--- config.mk ---
export PLATFORM = sky130hd
export DESIGN_NAME = mfre_engine
export DESIGN_NICKNAME = d
export VERILOG_FILES = /design/src/mfre_pkg.sv /design/src/mfre_fifo.sv /design/src/mfre_engine.sv
export VERILOG_INCLUDE_DIRS = /design/src
export SDC_FILE = /design/constraint.sdc
export NUM_CORES = 1
export LEC_CHECK = 0
export ABC_AREA = 0
export BUFFER_PORTS_ARGS = -buffer_cell sky130_fd_sc_hd__clkbuf_2
export CORE_ASPECT_RATIO = 0.8
export CORE_UTILIZATION = 51
export DETAILED_ROUTE_END_ITERATION = 10
export PLACE_DENSITY = 0.71
export SETUP_SLACK_MARGIN = 0.5
export SYNTH_ARGS = -nofsm -noshare
export SYNTH_HDL_FRONTEND = slang
export SYNTH_SLANG_ARGS = --single-unit
--- constraint.sdc ---
create_clock -name clk -period 5.3 [get_ports clk]
set_clock_uncertainty 0.2 [all_clocks]
set_input_delay 0.265 -clock clk [delete_from_list [all_inputs] [get_ports clk]]
set_output_delay 0.265 -clock clk [all_outputs]
set_load 0.01 [all_outputs]
--- src/mfre_regs.svh ---
// constants of the multi-wire fast read engine: opcodes, phase lengths, masks
`ifndef MFRE_REGS_SVH
`define MFRE_REGS_SVH
`define MFRE_OP_QUAD_OUT 8'h6b
`define MFRE_OP_DUAL_IO 8'hbb
`define MFRE_OP_QUAD_IO 8'heb
`define MFRE_OP_RESET 8'h99
`define MFRE_OP_MODE_RESET 8'hff
`define MFRE_CONT_NIBBLE 4'ha
`define MFRE_LANE_1 3'h1
`define MFRE_LANE_2 3'h2
`define MFRE_LANE_4 3'h4
`define MFRE_OPC_CLK_SPI 5'h08
`define MFRE_OPC_CLK_QPI 5'h02
`define MFRE_ADDR_CLK_1 5'h18
`define MFRE_ADDR_CLK_2 5'h0c
`define MFRE_ADDR_CLK_4 5'h06
`define MFRE_MODE_CLK_2 5'h04
`define MFRE_MODE_CLK_4 5'h02
`define MFRE_DUMMY_QOUT 5'h08
`define MFRE_DUMMY_QIO_SPI 5'h04
`define MFRE_QPI_DUMMY_P0 5'h04
`define MFRE_QPI_DUMMY_P1 5'h06
`define MFRE_QPI_DUMMY_P2 5'h08
`define MFRE_QPI_DUMMY_P3 5'h08
`define MFRE_QPI_MODE_SHARE 5'h04
`define MFRE_READ_PARAM_RST 2'h0
`define MFRE_WRAP_MASK_8 6'h07
`define MFRE_WRAP_MASK_16 6'h0f
`define MFRE_WRAP_MASK_32 6'h1f
`define MFRE_WRAP_MASK_64 6'h3f
`define MFRE_BYTE_BITS 4'h8
`define MFRE_PIN_RST 6'h20
`define MFRE_FIFO_DEPTH 8
`define MFRE_DATA_W 8
`define MFRE_ADDR_W 24
`endif

--- src/mfre_pkg.sv ---
// types shared by the fast read engine
package mfre_pkg;
  typedef enum logic [2:0] {MFRE_IDLE, MFRE_OPC, MFRE_ADDR, MFRE_MODE, MFRE_DUMMY, MFRE_DATA,
    MFRE_SKIP} mfre_phase_e;
  typedef enum logic [1:0] {MFRE_CMD_QOUT, MFRE_CMD_DIO, MFRE_CMD_QIO} mfre_cmd_e;
  typedef struct packed {
    logic [5:0] pinS1;
    logic [5:0] pinS2;
    logic sclkS3;
    mfre_phase_e phase;
    mfre_cmd_e cmd;
    logic [2:0] laneW;
    logic [4:0] cnt;
    logic [4:0] len;
    logic [23:0] shift;
    logic [23:0] fetchAddr;
    logic fetchOn;
    logic reqValid;
    logic outstanding;
    logic dropNext;
    logic [7:0] outByte;
    logic [3:0] bitsLeft;
    logic [3:0] ioOut;
    logic [3:0] ioOeN;
    logic contOn;
    mfre_cmd_e contCmd;
    logic contFrame;
    logic allOnes;
    logic [1:0] readParam;
    logic wrapOn;
    logic [1:0] wrapLen;
    logic wrapThis;
    logic frameActive;
  } mfre_state_s;
endpackage

--- src/mfre_fifo.sv ---
// small synchronous fifo between the memory read port and the serial shifter
`timescale 1ns/1ps
module mfre_fifo #(
  parameter int WIDTH = 8,
  parameter int DEPTH = 8
) (
  input wire logic clk, // core clock
  input wire logic rst, // synchronous reset, active high
  input wire logic flush, // drop all contents
  input wire logic inValid, // write data valid
  input wire logic [WIDTH-1:0] inData, // write data
  output logic inReady, // room for one more word
  output logic outValid, // read data valid
  output logic [WIDTH-1:0] outData, // read data
  input wire logic outReady // consumer takes the head word
);
  // depth must be a power of two so the pointers wrap by themselves
  localparam int AW = $clog2(DEPTH);
  typedef struct packed {
    logic [DEPTH-1:0][WIDTH-1:0] mem;
    logic [AW-1:0] wp;
    logic [AW-1:0] rp;
    logic [AW:0] count;
    logic notFull;
    logic notEmpty;
  } mfre_fifo_s;
  mfre_fifo_s st_q;
  mfre_fifo_s st_d;
  logic push;
  logic pop;

  assign push = inValid && st_q.notFull;
  assign pop = outReady && st_q.notEmpty;
  assign inReady = st_q.notFull;
  assign outValid = st_q.notEmpty;
  assign outData = st_q.mem[st_q.rp];

  always_comb begin
    st_d = st_q;
    if (flush) begin
      st_d.wp = '0;
      st_d.rp = '0;
      st_d.count = '0;
    end else begin
      if (push) begin
        st_d.mem[st_q.wp] = inData;
        st_d.wp = st_q.wp + 1'b1;
      end
      if (pop) begin
        st_d.rp = st_q.rp + 1'b1;
      end
      if (push && !pop) begin
        st_d.count = st_q.count + 1'b1;
      end else if (pop && !push) begin
        st_d.count = st_q.count - 1'b1;
      end
    end
    // flags registered so the ready port leaves a flop
    st_d.notFull = st_d.count != (AW+1)'(DEPTH);
    st_d.notEmpty = st_d.count != '0;
  end

  always_ff @(posedge clk) begin
    if (rst) begin
      st_q <= '0;
      st_q.notFull <= 1'b1;
    end else begin
      st_q <= st_d;
    end
  end
endmodule

--- src/mfre_engine.sv ---
// device-side read front end for quad-output, dual i/o and quad i/o fast reads
//
// Notes on behaviour
// - quad-output read returns four bits per clock
// - quad-output read needs quad read permit set
// - eight dummy clocks follow quad-output address
// - dual i/o moves address, mode, data two-wide
// - capture mode byte, only upper nibble matters
// - dual i/o nibble A skips next opcode
// - quad i/o nibble A skips next opcode
// - other nibble restores opcode-first decoding
// - mode reset sequence clears continuous read
// - quad i/o read needs quad read permit
// - wrap setting governs later single-wire quad i/o reads
// - wrap inside 8/16/32/64 byte page section
// - four-wire dummy count 4/6/8, default 4
// - four-wire continuous read, mode counts as dummy
// - no wrap in four-wire command mode
// - data shifts on falling, inputs on rising
// - address steps by one per byte
`timescale 1ns/1ps
`include "mfre_regs.svh"
module mfre_engine (
  input wire logic clk, // 200 MHz core clock
  input wire logic rst, // synchronous reset, active high
  input wire logic csN, // chip select pin, active low
  input wire logic sclk, // serial clock pin
  input wire logic [3:0] ioIn, // io3..io0 pin levels
  output logic [3:0] ioOut, // io3..io0 drive values
  output logic [3:0] ioOeN, // io3..io0 output enables, low drives
  input wire logic quadReadPermit, // permit bit of the second status register
  input wire logic fourWireCmdMode, // four-wire command mode active
  input wire logic wrapSetWr, // pulse: load wrap setting
  input wire logic wrapSetEn, // wrap enable to load
  input wire logic [1:0] wrapSetLen, // 0:8 1:16 2:32 3:64 byte section
  input wire logic readParamWr, // pulse: load read parameter bits
  input wire logic [1:0] readParamIn, // read parameter bits for dummy count
  output logic memReqValid, // byte fetch request valid
  output logic [23:0] memReqAddr, // byte fetch address
  input wire logic memReqReady, // memory takes the request
  input wire logic memRdValid, // fetched byte valid
  input wire logic [7:0] memRdData, // fetched byte
  output logic memRdReady, // fifo has room for the byte
  output logic contModeActive, // continuous read armed
  output logic frameActive // select seen low
);
  mfre_pkg::mfre_state_s st_q;
  mfre_pkg::mfre_state_s st_d;
  logic csHigh;
  logic rise;
  logic fall;
  logic [3:0] ioS;
  logic fifoFlush;
  logic fifoPop;
  logic fifoInValid;
  logic fifoInReady;
  logic fifoOutValid;
  logic [7:0] fifoOutData;
  logic [7:0] curByte;

  ////////////////////////////////////////////////////////////////////////////////
  // helpers

  function automatic logic [23:0] shiftIn(input logic [23:0] s, input logic [3:0] io,
      input logic [2:0] w);
    logic [23:0] r;
    r = {s[19:0], io};
    if (w == `MFRE_LANE_1) begin
      r = {s[22:0], io[0]};
    end else if (w == `MFRE_LANE_2) begin
      r = {s[21:0], io[1:0]};
    end
    return r;
  endfunction

  function automatic logic [5:0] wrapMask(input logic [1:0] len);
    logic [5:0] m;
    unique case (len)
      2'h0: m = `MFRE_WRAP_MASK_8;
      2'h1: m = `MFRE_WRAP_MASK_16;
      2'h2: m = `MFRE_WRAP_MASK_32;
      2'h3: m = `MFRE_WRAP_MASK_64;
    endcase
    return m;
  endfunction

  function automatic logic [23:0] nextAddr(input logic [23:0] a, input logic wrap,
      input logic [1:0] len);
    logic [23:0] m;
    logic [23:0] inc;
    m = {18'h0, wrapMask(len)};
    inc = a + 24'h1;
    if (wrap) begin
      inc = (a & ~m) | (inc & m);
    end
    return inc;
  endfunction

  // clocks left between mode byte and data
  function automatic logic [4:0] dummyLen(input mfre_pkg::mfre_cmd_e c, input logic four_wire_command_mode,
      input logic [1:0] p);
    logic [4:0] d;
    d = 5'h00;
    if (c == mfre_pkg::MFRE_CMD_QIO) begin
      if (four_wire_command_mode) begin
        // mode clocks are part of the count, so the default gives data at once
        unique case (p)
          2'h0: d = `MFRE_QPI_DUMMY_P0 - `MFRE_QPI_MODE_SHARE;
          2'h1: d = `MFRE_QPI_DUMMY_P1 - `MFRE_QPI_MODE_SHARE;
          2'h2: d = `MFRE_QPI_DUMMY_P2 - `MFRE_QPI_MODE_SHARE;
          2'h3: d = `MFRE_QPI_DUMMY_P3 - `MFRE_QPI_MODE_SHARE;
        endcase
      end else begin
        d = `MFRE_DUMMY_QIO_SPI;
      end
    end
    return d;
  endfunction

  function automatic logic [4:0] addrLen(input mfre_pkg::mfre_cmd_e c);
    logic [4:0] l;
    unique case (c)
      mfre_pkg::MFRE_CMD_QOUT: l = `MFRE_ADDR_CLK_1;
      mfre_pkg::MFRE_CMD_DIO: l = `MFRE_ADDR_CLK_2;
      mfre_pkg::MFRE_CMD_QIO: l = `MFRE_ADDR_CLK_4;
      default: l = `MFRE_ADDR_CLK_1;
    endcase
    return l;
  endfunction

  function automatic logic [2:0] addrLane(input mfre_pkg::mfre_cmd_e c);
    logic [2:0] w;
    unique case (c)
      mfre_pkg::MFRE_CMD_DIO: w = `MFRE_LANE_2;
      mfre_pkg::MFRE_CMD_QIO: w = `MFRE_LANE_4;
      default: w = `MFRE_LANE_1;
    endcase
    return w;
  endfunction

  ////////////////////////////////////////////////////////////////////////////////
  // pin view: two flops per pin, third stage only on the clock for edges

  assign csHigh = st_q.pinS2[5];
  assign rise = st_q.pinS2[4] && !st_q.sclkS3;
  assign fall = !st_q.pinS2[4] && st_q.sclkS3;
  assign ioS = st_q.pinS2[3:0];
  assign curByte = (st_q.bitsLeft == 4'h0) ? fifoOutData : st_q.outByte;
  assign fifoInValid = memRdValid && !st_q.dropNext;

  ////////////////////////////////////////////////////////////////////////////////
  // next state

  always_comb begin
    st_d = st_q;
    fifoFlush = 1'b0;
    fifoPop = 1'b0;
    st_d.pinS1 = {csN, sclk, ioIn};
    st_d.pinS2 = st_q.pinS1;
    st_d.sclkS3 = st_q.pinS2[4];

    if (wrapSetWr) begin
      st_d.wrapOn = wrapSetEn;
      st_d.wrapLen = wrapSetLen;
    end
    if (readParamWr) begin
      st_d.readParam = readParamIn;
    end

    // fetch side: one request in flight keeps the fifo from overflowing
    if (memRdValid && fifoInReady) begin
      st_d.outstanding = 1'b0;
      st_d.dropNext = 1'b0;
    end
    if (st_q.reqValid && memReqReady) begin
      st_d.reqValid = 1'b0;
      st_d.outstanding = 1'b1;
      st_d.fetchAddr = nextAddr(st_q.fetchAddr, st_q.wrapThis, st_q.wrapLen);
    end
    if (st_q.fetchOn && !csHigh && !st_q.reqValid && !st_q.outstanding && fifoInReady) begin
      st_d.reqValid = 1'b1;
    end

    if (csHigh) begin
      // a frame cut off inside a skipped-opcode address of all ones undoes the mode
      if (st_q.phase == mfre_pkg::MFRE_ADDR && st_q.contFrame && st_q.allOnes &&
          st_q.cnt != 5'h00) begin
        st_d.contOn = 1'b0;
      end
      if (st_q.outstanding || st_q.reqValid) begin
        st_d.dropNext = 1'b1;
      end
      st_d.phase = mfre_pkg::MFRE_IDLE;
      st_d.ioOeN = 4'hf;
      st_d.frameActive = 1'b0;
      st_d.fetchOn = 1'b0;
      st_d.contFrame = 1'b0;
      fifoFlush = 1'b1;
    end else if (st_q.phase == mfre_pkg::MFRE_IDLE) begin
      st_d.frameActive = 1'b1;
      st_d.cnt = 5'h00;
      st_d.allOnes = 1'b1;
      st_d.bitsLeft = 4'h0;
      if (st_q.contOn) begin
        st_d.phase = mfre_pkg::MFRE_ADDR;
        st_d.cmd = st_q.contCmd;
        st_d.contFrame = 1'b1;
        st_d.laneW = addrLane(st_q.contCmd);
        st_d.len = addrLen(st_q.contCmd);
      end else begin
        st_d.phase = mfre_pkg::MFRE_OPC;
        st_d.laneW = fourWireCmdMode ? `MFRE_LANE_4 : `MFRE_LANE_1;
        st_d.len = fourWireCmdMode ? `MFRE_OPC_CLK_QPI : `MFRE_OPC_CLK_SPI;
      end
    end else if (rise && st_q.phase != mfre_pkg::MFRE_DATA &&
        st_q.phase != mfre_pkg::MFRE_SKIP) begin
      st_d.shift = shiftIn(st_q.shift, ioS, st_q.laneW);
      st_d.cnt = st_q.cnt + 5'h01;
      if (!ioS[0]) begin
        st_d.allOnes = 1'b0;
      end
      if (st_q.cnt + 5'h01 == st_q.len) begin
        st_d.cnt = 5'h00;
        unique case (st_q.phase)
          mfre_pkg::MFRE_OPC: begin
            st_d.phase = mfre_pkg::MFRE_ADDR;
            if (st_d.shift[7:0] == `MFRE_OP_QUAD_OUT && quadReadPermit &&
                !fourWireCmdMode) begin
              st_d.cmd = mfre_pkg::MFRE_CMD_QOUT;
            end else if (st_d.shift[7:0] == `MFRE_OP_DUAL_IO && !fourWireCmdMode) begin
              st_d.cmd = mfre_pkg::MFRE_CMD_DIO;
            end else if (st_d.shift[7:0] == `MFRE_OP_QUAD_IO && quadReadPermit) begin
              st_d.cmd = mfre_pkg::MFRE_CMD_QIO;
            end else begin
              st_d.phase = mfre_pkg::MFRE_SKIP;
              if (st_d.shift[7:0] == `MFRE_OP_RESET) begin
                st_d.readParam = `MFRE_READ_PARAM_RST;
                st_d.contOn = 1'b0;
              end
              if (st_d.shift[7:0] == `MFRE_OP_MODE_RESET) begin
                st_d.contOn = 1'b0;
              end
            end
            st_d.laneW = addrLane(st_d.cmd);
            st_d.len = addrLen(st_d.cmd);
          end
          mfre_pkg::MFRE_ADDR: begin
            // prefetch starts as soon as the address is whole
            st_d.fetchAddr = st_d.shift;
            st_d.fetchOn = 1'b1;
            st_d.wrapThis = st_q.wrapOn && !fourWireCmdMode &&
              st_q.cmd == mfre_pkg::MFRE_CMD_QIO;
            st_d.dropNext = st_d.outstanding || st_d.reqValid;
            fifoFlush = 1'b1;
            if (st_q.cmd == mfre_pkg::MFRE_CMD_QOUT) begin
              st_d.phase = mfre_pkg::MFRE_DUMMY;
              st_d.len = `MFRE_DUMMY_QOUT;
            end else begin
              st_d.phase = mfre_pkg::MFRE_MODE;
              st_d.len = (st_q.cmd == mfre_pkg::MFRE_CMD_DIO) ? `MFRE_MODE_CLK_2 :
                `MFRE_MODE_CLK_4;
            end
          end
          mfre_pkg::MFRE_MODE: begin
            // low nibble is never looked at
            st_d.contOn = st_d.shift[7:4] == `MFRE_CONT_NIBBLE;
            st_d.contCmd = st_q.cmd;
            st_d.len = dummyLen(st_q.cmd, fourWireCmdMode, st_q.readParam);
            if (st_d.len == 5'h00) begin
              st_d.phase = mfre_pkg::MFRE_DATA;
            end else begin
              st_d.phase = mfre_pkg::MFRE_DUMMY;
            end
          end
          default: begin
            st_d.phase = mfre_pkg::MFRE_DATA;
          end
        endcase
        if (st_d.phase == mfre_pkg::MFRE_DATA) begin
          st_d.laneW = (st_q.cmd == mfre_pkg::MFRE_CMD_DIO) ? `MFRE_LANE_2 : `MFRE_LANE_4;
        end
      end
    end else if (fall && st_q.phase == mfre_pkg::MFRE_DATA) begin
      // pins stay released through address, mode and dummy clocks
      // the fetch must beat the first falling edge; an empty fifo sends stale bits
      if (st_q.bitsLeft == 4'h0) begin
        fifoPop = fifoOutValid;
        st_d.bitsLeft = `MFRE_BYTE_BITS - {1'b0, st_q.laneW};
      end else begin
        st_d.bitsLeft = st_q.bitsLeft - {1'b0, st_q.laneW};
      end
      if (st_q.laneW == `MFRE_LANE_2) begin
        st_d.ioOut = {2'h0, curByte[7:6]};
        st_d.ioOeN = 4'hc;
        st_d.outByte = {curByte[5:0], 2'h0};
      end else begin
        st_d.ioOut = curByte[7:4];
        st_d.ioOeN = 4'h0;
        st_d.outByte = {curByte[3:0], 4'h0};
      end
    end
  end

  always_ff @(posedge clk) begin
    if (rst) begin
      st_q <= '0;
      st_q.pinS1 <= `MFRE_PIN_RST;
      st_q.pinS2 <= `MFRE_PIN_RST;
      st_q.ioOeN <= 4'hf;
      st_q.readParam <= `MFRE_READ_PARAM_RST;
    end else begin
      st_q <= st_d;
    end
  end

  ////////////////////////////////////////////////////////////////////////////////
  // data buffer and outputs

  mfre_fifo #(
    .WIDTH(`MFRE_DATA_W),
    .DEPTH(`MFRE_FIFO_DEPTH)
  ) u_fifo (
    .clk(clk),
    .rst(rst),
    .flush(fifoFlush),
    .inValid(fifoInValid),
    .inData(memRdData),
    .inReady(fifoInReady),
    .outValid(fifoOutValid),
    .outData(fifoOutData),
    .outReady(fifoPop)
  );

  assign ioOut = st_q.ioOut;
  assign ioOeN = st_q.ioOeN;
  assign memReqValid = st_q.reqValid;
  assign memReqAddr = st_q.fetchAddr;
  assign memRdReady = fifoInReady;
  assign contModeActive = st_q.contOn;
  assign frameActive = st_q.frameActive;
endmodule

==> results by group <==
Yosys
  – Main synth FF type: dfxtp_1
  – Seq/Total Area, Yosys: 37.5%
  – Synth warn: 0
  – Post-synth cell types: 71
  – Cell Area, Synth: 9880 sq um
  – Cells after Synth: roughly 1200
  – Avg Cell Area, Syn: 8.12 sq um
  – Fraction of registers with async set/reset: 0%
  – Number of synthesized register bits: around 190
  – Post-synth EDFFs: 0
  – Syn nets: approximately 1300

Finish
  – Fillers: 1745
  – Final nets: 1246
  – Area of the multi-input gates: 5520 sq um
  – Area taken by flip-flops and latches: between 3000 and 4000 sq um
  – P&R area growth vs syn: 9.42%
  – Ant. Diodes: 0
  – Share of post-route cells with drive strength above 1: around 13%

Floorplanning
  – Die ar.: about 20000 sq um
  – Die W: ~160 microns
  – Initial core utilization: 52.1%
  – Number of I/O pins: between 60 and 70
  – Std-Cell Rows: 45
  – Core area: between 15000 and 20000 sq um
  – Chip height: 127 microns

Detailed routing
  – WL per Instance: roughly 17 microns
  – TritonRoute pass-1 iters: 6
  – Total Routed Length: between 20000 and 30000 microns
  – DRC viols: 0
  – Final ANT Viol Nets: 0
  – Starting DRC count in detailed routing: between 1000 and 1500
  – Via count: just under 9000
  – Vias per cell: roughly 6

CTS
  – Postcts setup bufs: 0
  – Root buffer cell: clkbuf_16
  – CTS tree: done
  – Clock tree buffer depth: 2
  – Clk sink count: between 150 and 200
  – Inserted Clock Buffers: 17
  – Clk_lat worst skew: between 400 and 500 ps
  – Max H-tree Level: 4
  – Clock transition at path regs: about 70 ps

Outcome
  – Status: finished, final reports clean

Worst setup path
  – WS Path Type: flip-flop to flip-flop
  – CP top delay family: compound AO/OA/AOI/OAI gates
  – Flop2flop setup slack: about 1600 ps
  – CP peak stage delay: approximately 700 ps
  – Worst Path Required: 5440 ps
  – Crit path cell chain: xor2_1 -> a21boi_0 -> nor2_1 -> or4_1 -> o311ai_2 -> ha_1 -> nor2_1 -> a221o_1 -> a21oi_1 -> a211oi_1
  – Worst Path Arrival: about 3900 ps
  – CP most frequent cell: nor2_1
  – Startpoint Class: flip-flop
  – Slowest stage cell on the critical path: dfxtp_1
  – Crit path max fanout: 18
  – CP bufs+invs: 0
  – CP Capture Type: flip-flop

STA
  – Fin Setup TNS: 0 ps
  – RSZ-0062 raised after global routing: no
  – Max Clock Freq: approximately 270 MHz
  – Post-route minimum period: between 3000 and 4000 ps
  – # setup viols final: 0
  – Final Hold Vio Count: 0
  – Crit share post-route: between 70 and 80%
  – Final Max Slew Viols: 0
  – Worst Tran Pin Value: around 1100 ps
  – Max_slew headroom: approximately a quarter

Min path
  – Hold Crit Class: primary input to flip-flop

Global route
  – Gr ovfl total: 0
  – GRT Total Usage: between 20 and 30%
  – Vias in the first global route: 7904
  – First-pass GRT wire length: roughly 40000 microns
  – Initial antenna violation count: 0
  – Largest net degree at the start of global routing: 100

Placement
  – IO Port Bufs: 62
  – Dpl hpwl: roughly 17000 microns
  – Global placement routability congestion: around 0.95

Pwr
  – Power Dens Cells: approximately 260 nW/um^2
  – Static Leak: roughly 3.7 nW
  – Power, Total: between 2 and 3 mW
  – Peak VDD IR: between 0.2 and 0.25 mV

Run
  – MaxCap Viol Count: 0
## cell type report
type                            instances  area share, %
Timing Repair Buffer                   94           5.65
Tap cell                              258           2.99
Clock inverter                         15           1.49
Multi-Input combinational cell        886           51.0
Sequential cell                       185           34.2
Clock buffer                           17           3.93
Inverter                               19          0.659
## logic make-up (layout without fill, tap and decap cells)
logic type,Yosys count,count (layout),share of synthesized area [%]
AO/OA/AOI/OAI,332,332,20.0
AND/OR/NAND/NOR,441,441,22.1
adder cells (fa/ha/maj),16,16,2.10
multiplexers,58,58,7.99
XOR/XNOR,39,39,3.46
flip-flops,185,185,37.5
buffers and inverters,146,145,6.89
## worst paths after layout
check                        start                    end  cells after the start
max          st_q[94]$_SDFFE_PP0P_  st_q[86]$_SDFFE_PP0P_                     10
min                    readParamWr     st_q[5]$_SDFF_PP0_                      3
max reg2reg  st_q[94]$_SDFFE_PP0P_  st_q[86]$_SDFFE_PP0P_                     10
min reg2reg   st_d[108]$_SDFF_PP1_      csHigh$_SDFF_PP1_                      1
## cell usage in the layout (no fill, tap or decap), drive strengths merged, types with 3 or more instances in the layout
cell type / instances
a211oi: 38
a21boi: 6
a21o: 6
a21oi: 129
a311oi: 5
a31oi: 7
and2: 6
and3: 14
and3b: 3
buf: 10
clkbuf: 78
clkinv: 7
dfxtp: 185
dlygate4sd3: 23
ha: 15
inv: 25
mux2: 7
mux2i: 35
mux4: 16
nand2: 109
nand2b: 13
nand3: 93
nand3b: 13
nand4: 3
nor2: 105
nor2b: 13
nor3: 19
nor3b: 7
nor4: 10
o211a: 5
o211ai: 4
o21ai: 101
o41ai: 3
or2: 11
or3: 5
or4: 7
xnor2: 24
xor2: 15
## synthesized netlist by cell type, types with 7 or more instances
| cell type | instances | area share (%) |
|---|---|---|
| buf_4 | 33 | 2.5 |
| nor2_1 | 105 | 4.0 |
| o21ai_0 | 100 | 5.1 |
| nor4_1 | 9 | 0.57 |
| nor3_1 | 18 | 0.91 |
| mux2_2 | 7 | 0.80 |
| a21oi_1 | 129 | 6.5 |
| and3_1 | 14 | 0.89 |
| ha_1 | 15 | 1.9 |
| nand3_1 | 93 | 4.7 |
| mux2i_1 | 35 | 3.5 |
| xor2_1 | 15 | 1.3 |
| dfxtp_1 | 185 | 37 |
| nand3b_1 | 13 | 0.99 |
| nor2b_1 | 13 | 0.82 |
| inv_1 | 19 | 0.72 |
| or2_2 | 11 | 0.70 |
| xnor2_1 | 24 | 2.1 |
| nand2b_1 | 13 | 0.82 |
| mux4_2 | 16 | 3.6 |
| or4_1 | 7 | 0.53 |
| a211oi_1 | 38 | 2.9 |
| clkbuf_1 | 61 | 2.3 |
| nand2_1 | 109 | 4.1 |
| buf_1 | 26 | 0.99 |
## per-stage QoR
stage               cell area (sq um)  hold slack (ps)  util (%)  worst slack [ps]  cells
global route                    10800             25.4      57.0              1220   1474
floorplan                        9880              169         -              2230   1217
global placement                10000              211      52.7              1750   1419
finish                          10800             10.6      57.0              1570   1474
detailed placement              10000              204      52.7              1630   1419
CTS                             10800             7.63      57.0              1610   1474
## flip-flops by register name, summed over array words and instances, names as in the netlist, 2 cells and up
register     count
u_fifo.st_q     74
st_q            64
memReqAddr      24
st_d             7
ioOut            4
ioS              4
ioOeN            2
## where the power goes
part | total (mW) | switching [mW] | leakage, nW | internal, mW
Sequential | 1.42 | 0.0148 | 1.49 | 1.40
Combinational | 0.142 | 0.0872 | 1.93 | 0.0550
Clock | 1.26 | 0.594 | 0.288 | 0.669
## timing repair
action                                 CTS  global route
endpoints found under the hold margin   60             0
gates resized for setup                  0             0
hold buffers                            23             0
## metal layers
layer / GRT usage [%] / wire, microns / up-vias
met5: 0 / 0 / -
met4: 7.37 / 397 / 0
met3: 4.68 / 1560 / 28
met2: 37.7 / 11100 / 288
met1: 38.6 / 12300 / 4244
li1: - / - / 4288
## worst min-delay path: stages
cell and delay, ps:
clkbuf_2 110, mux2i_1 160, a211oi_1 60
(Power assumes the default switching activity.)
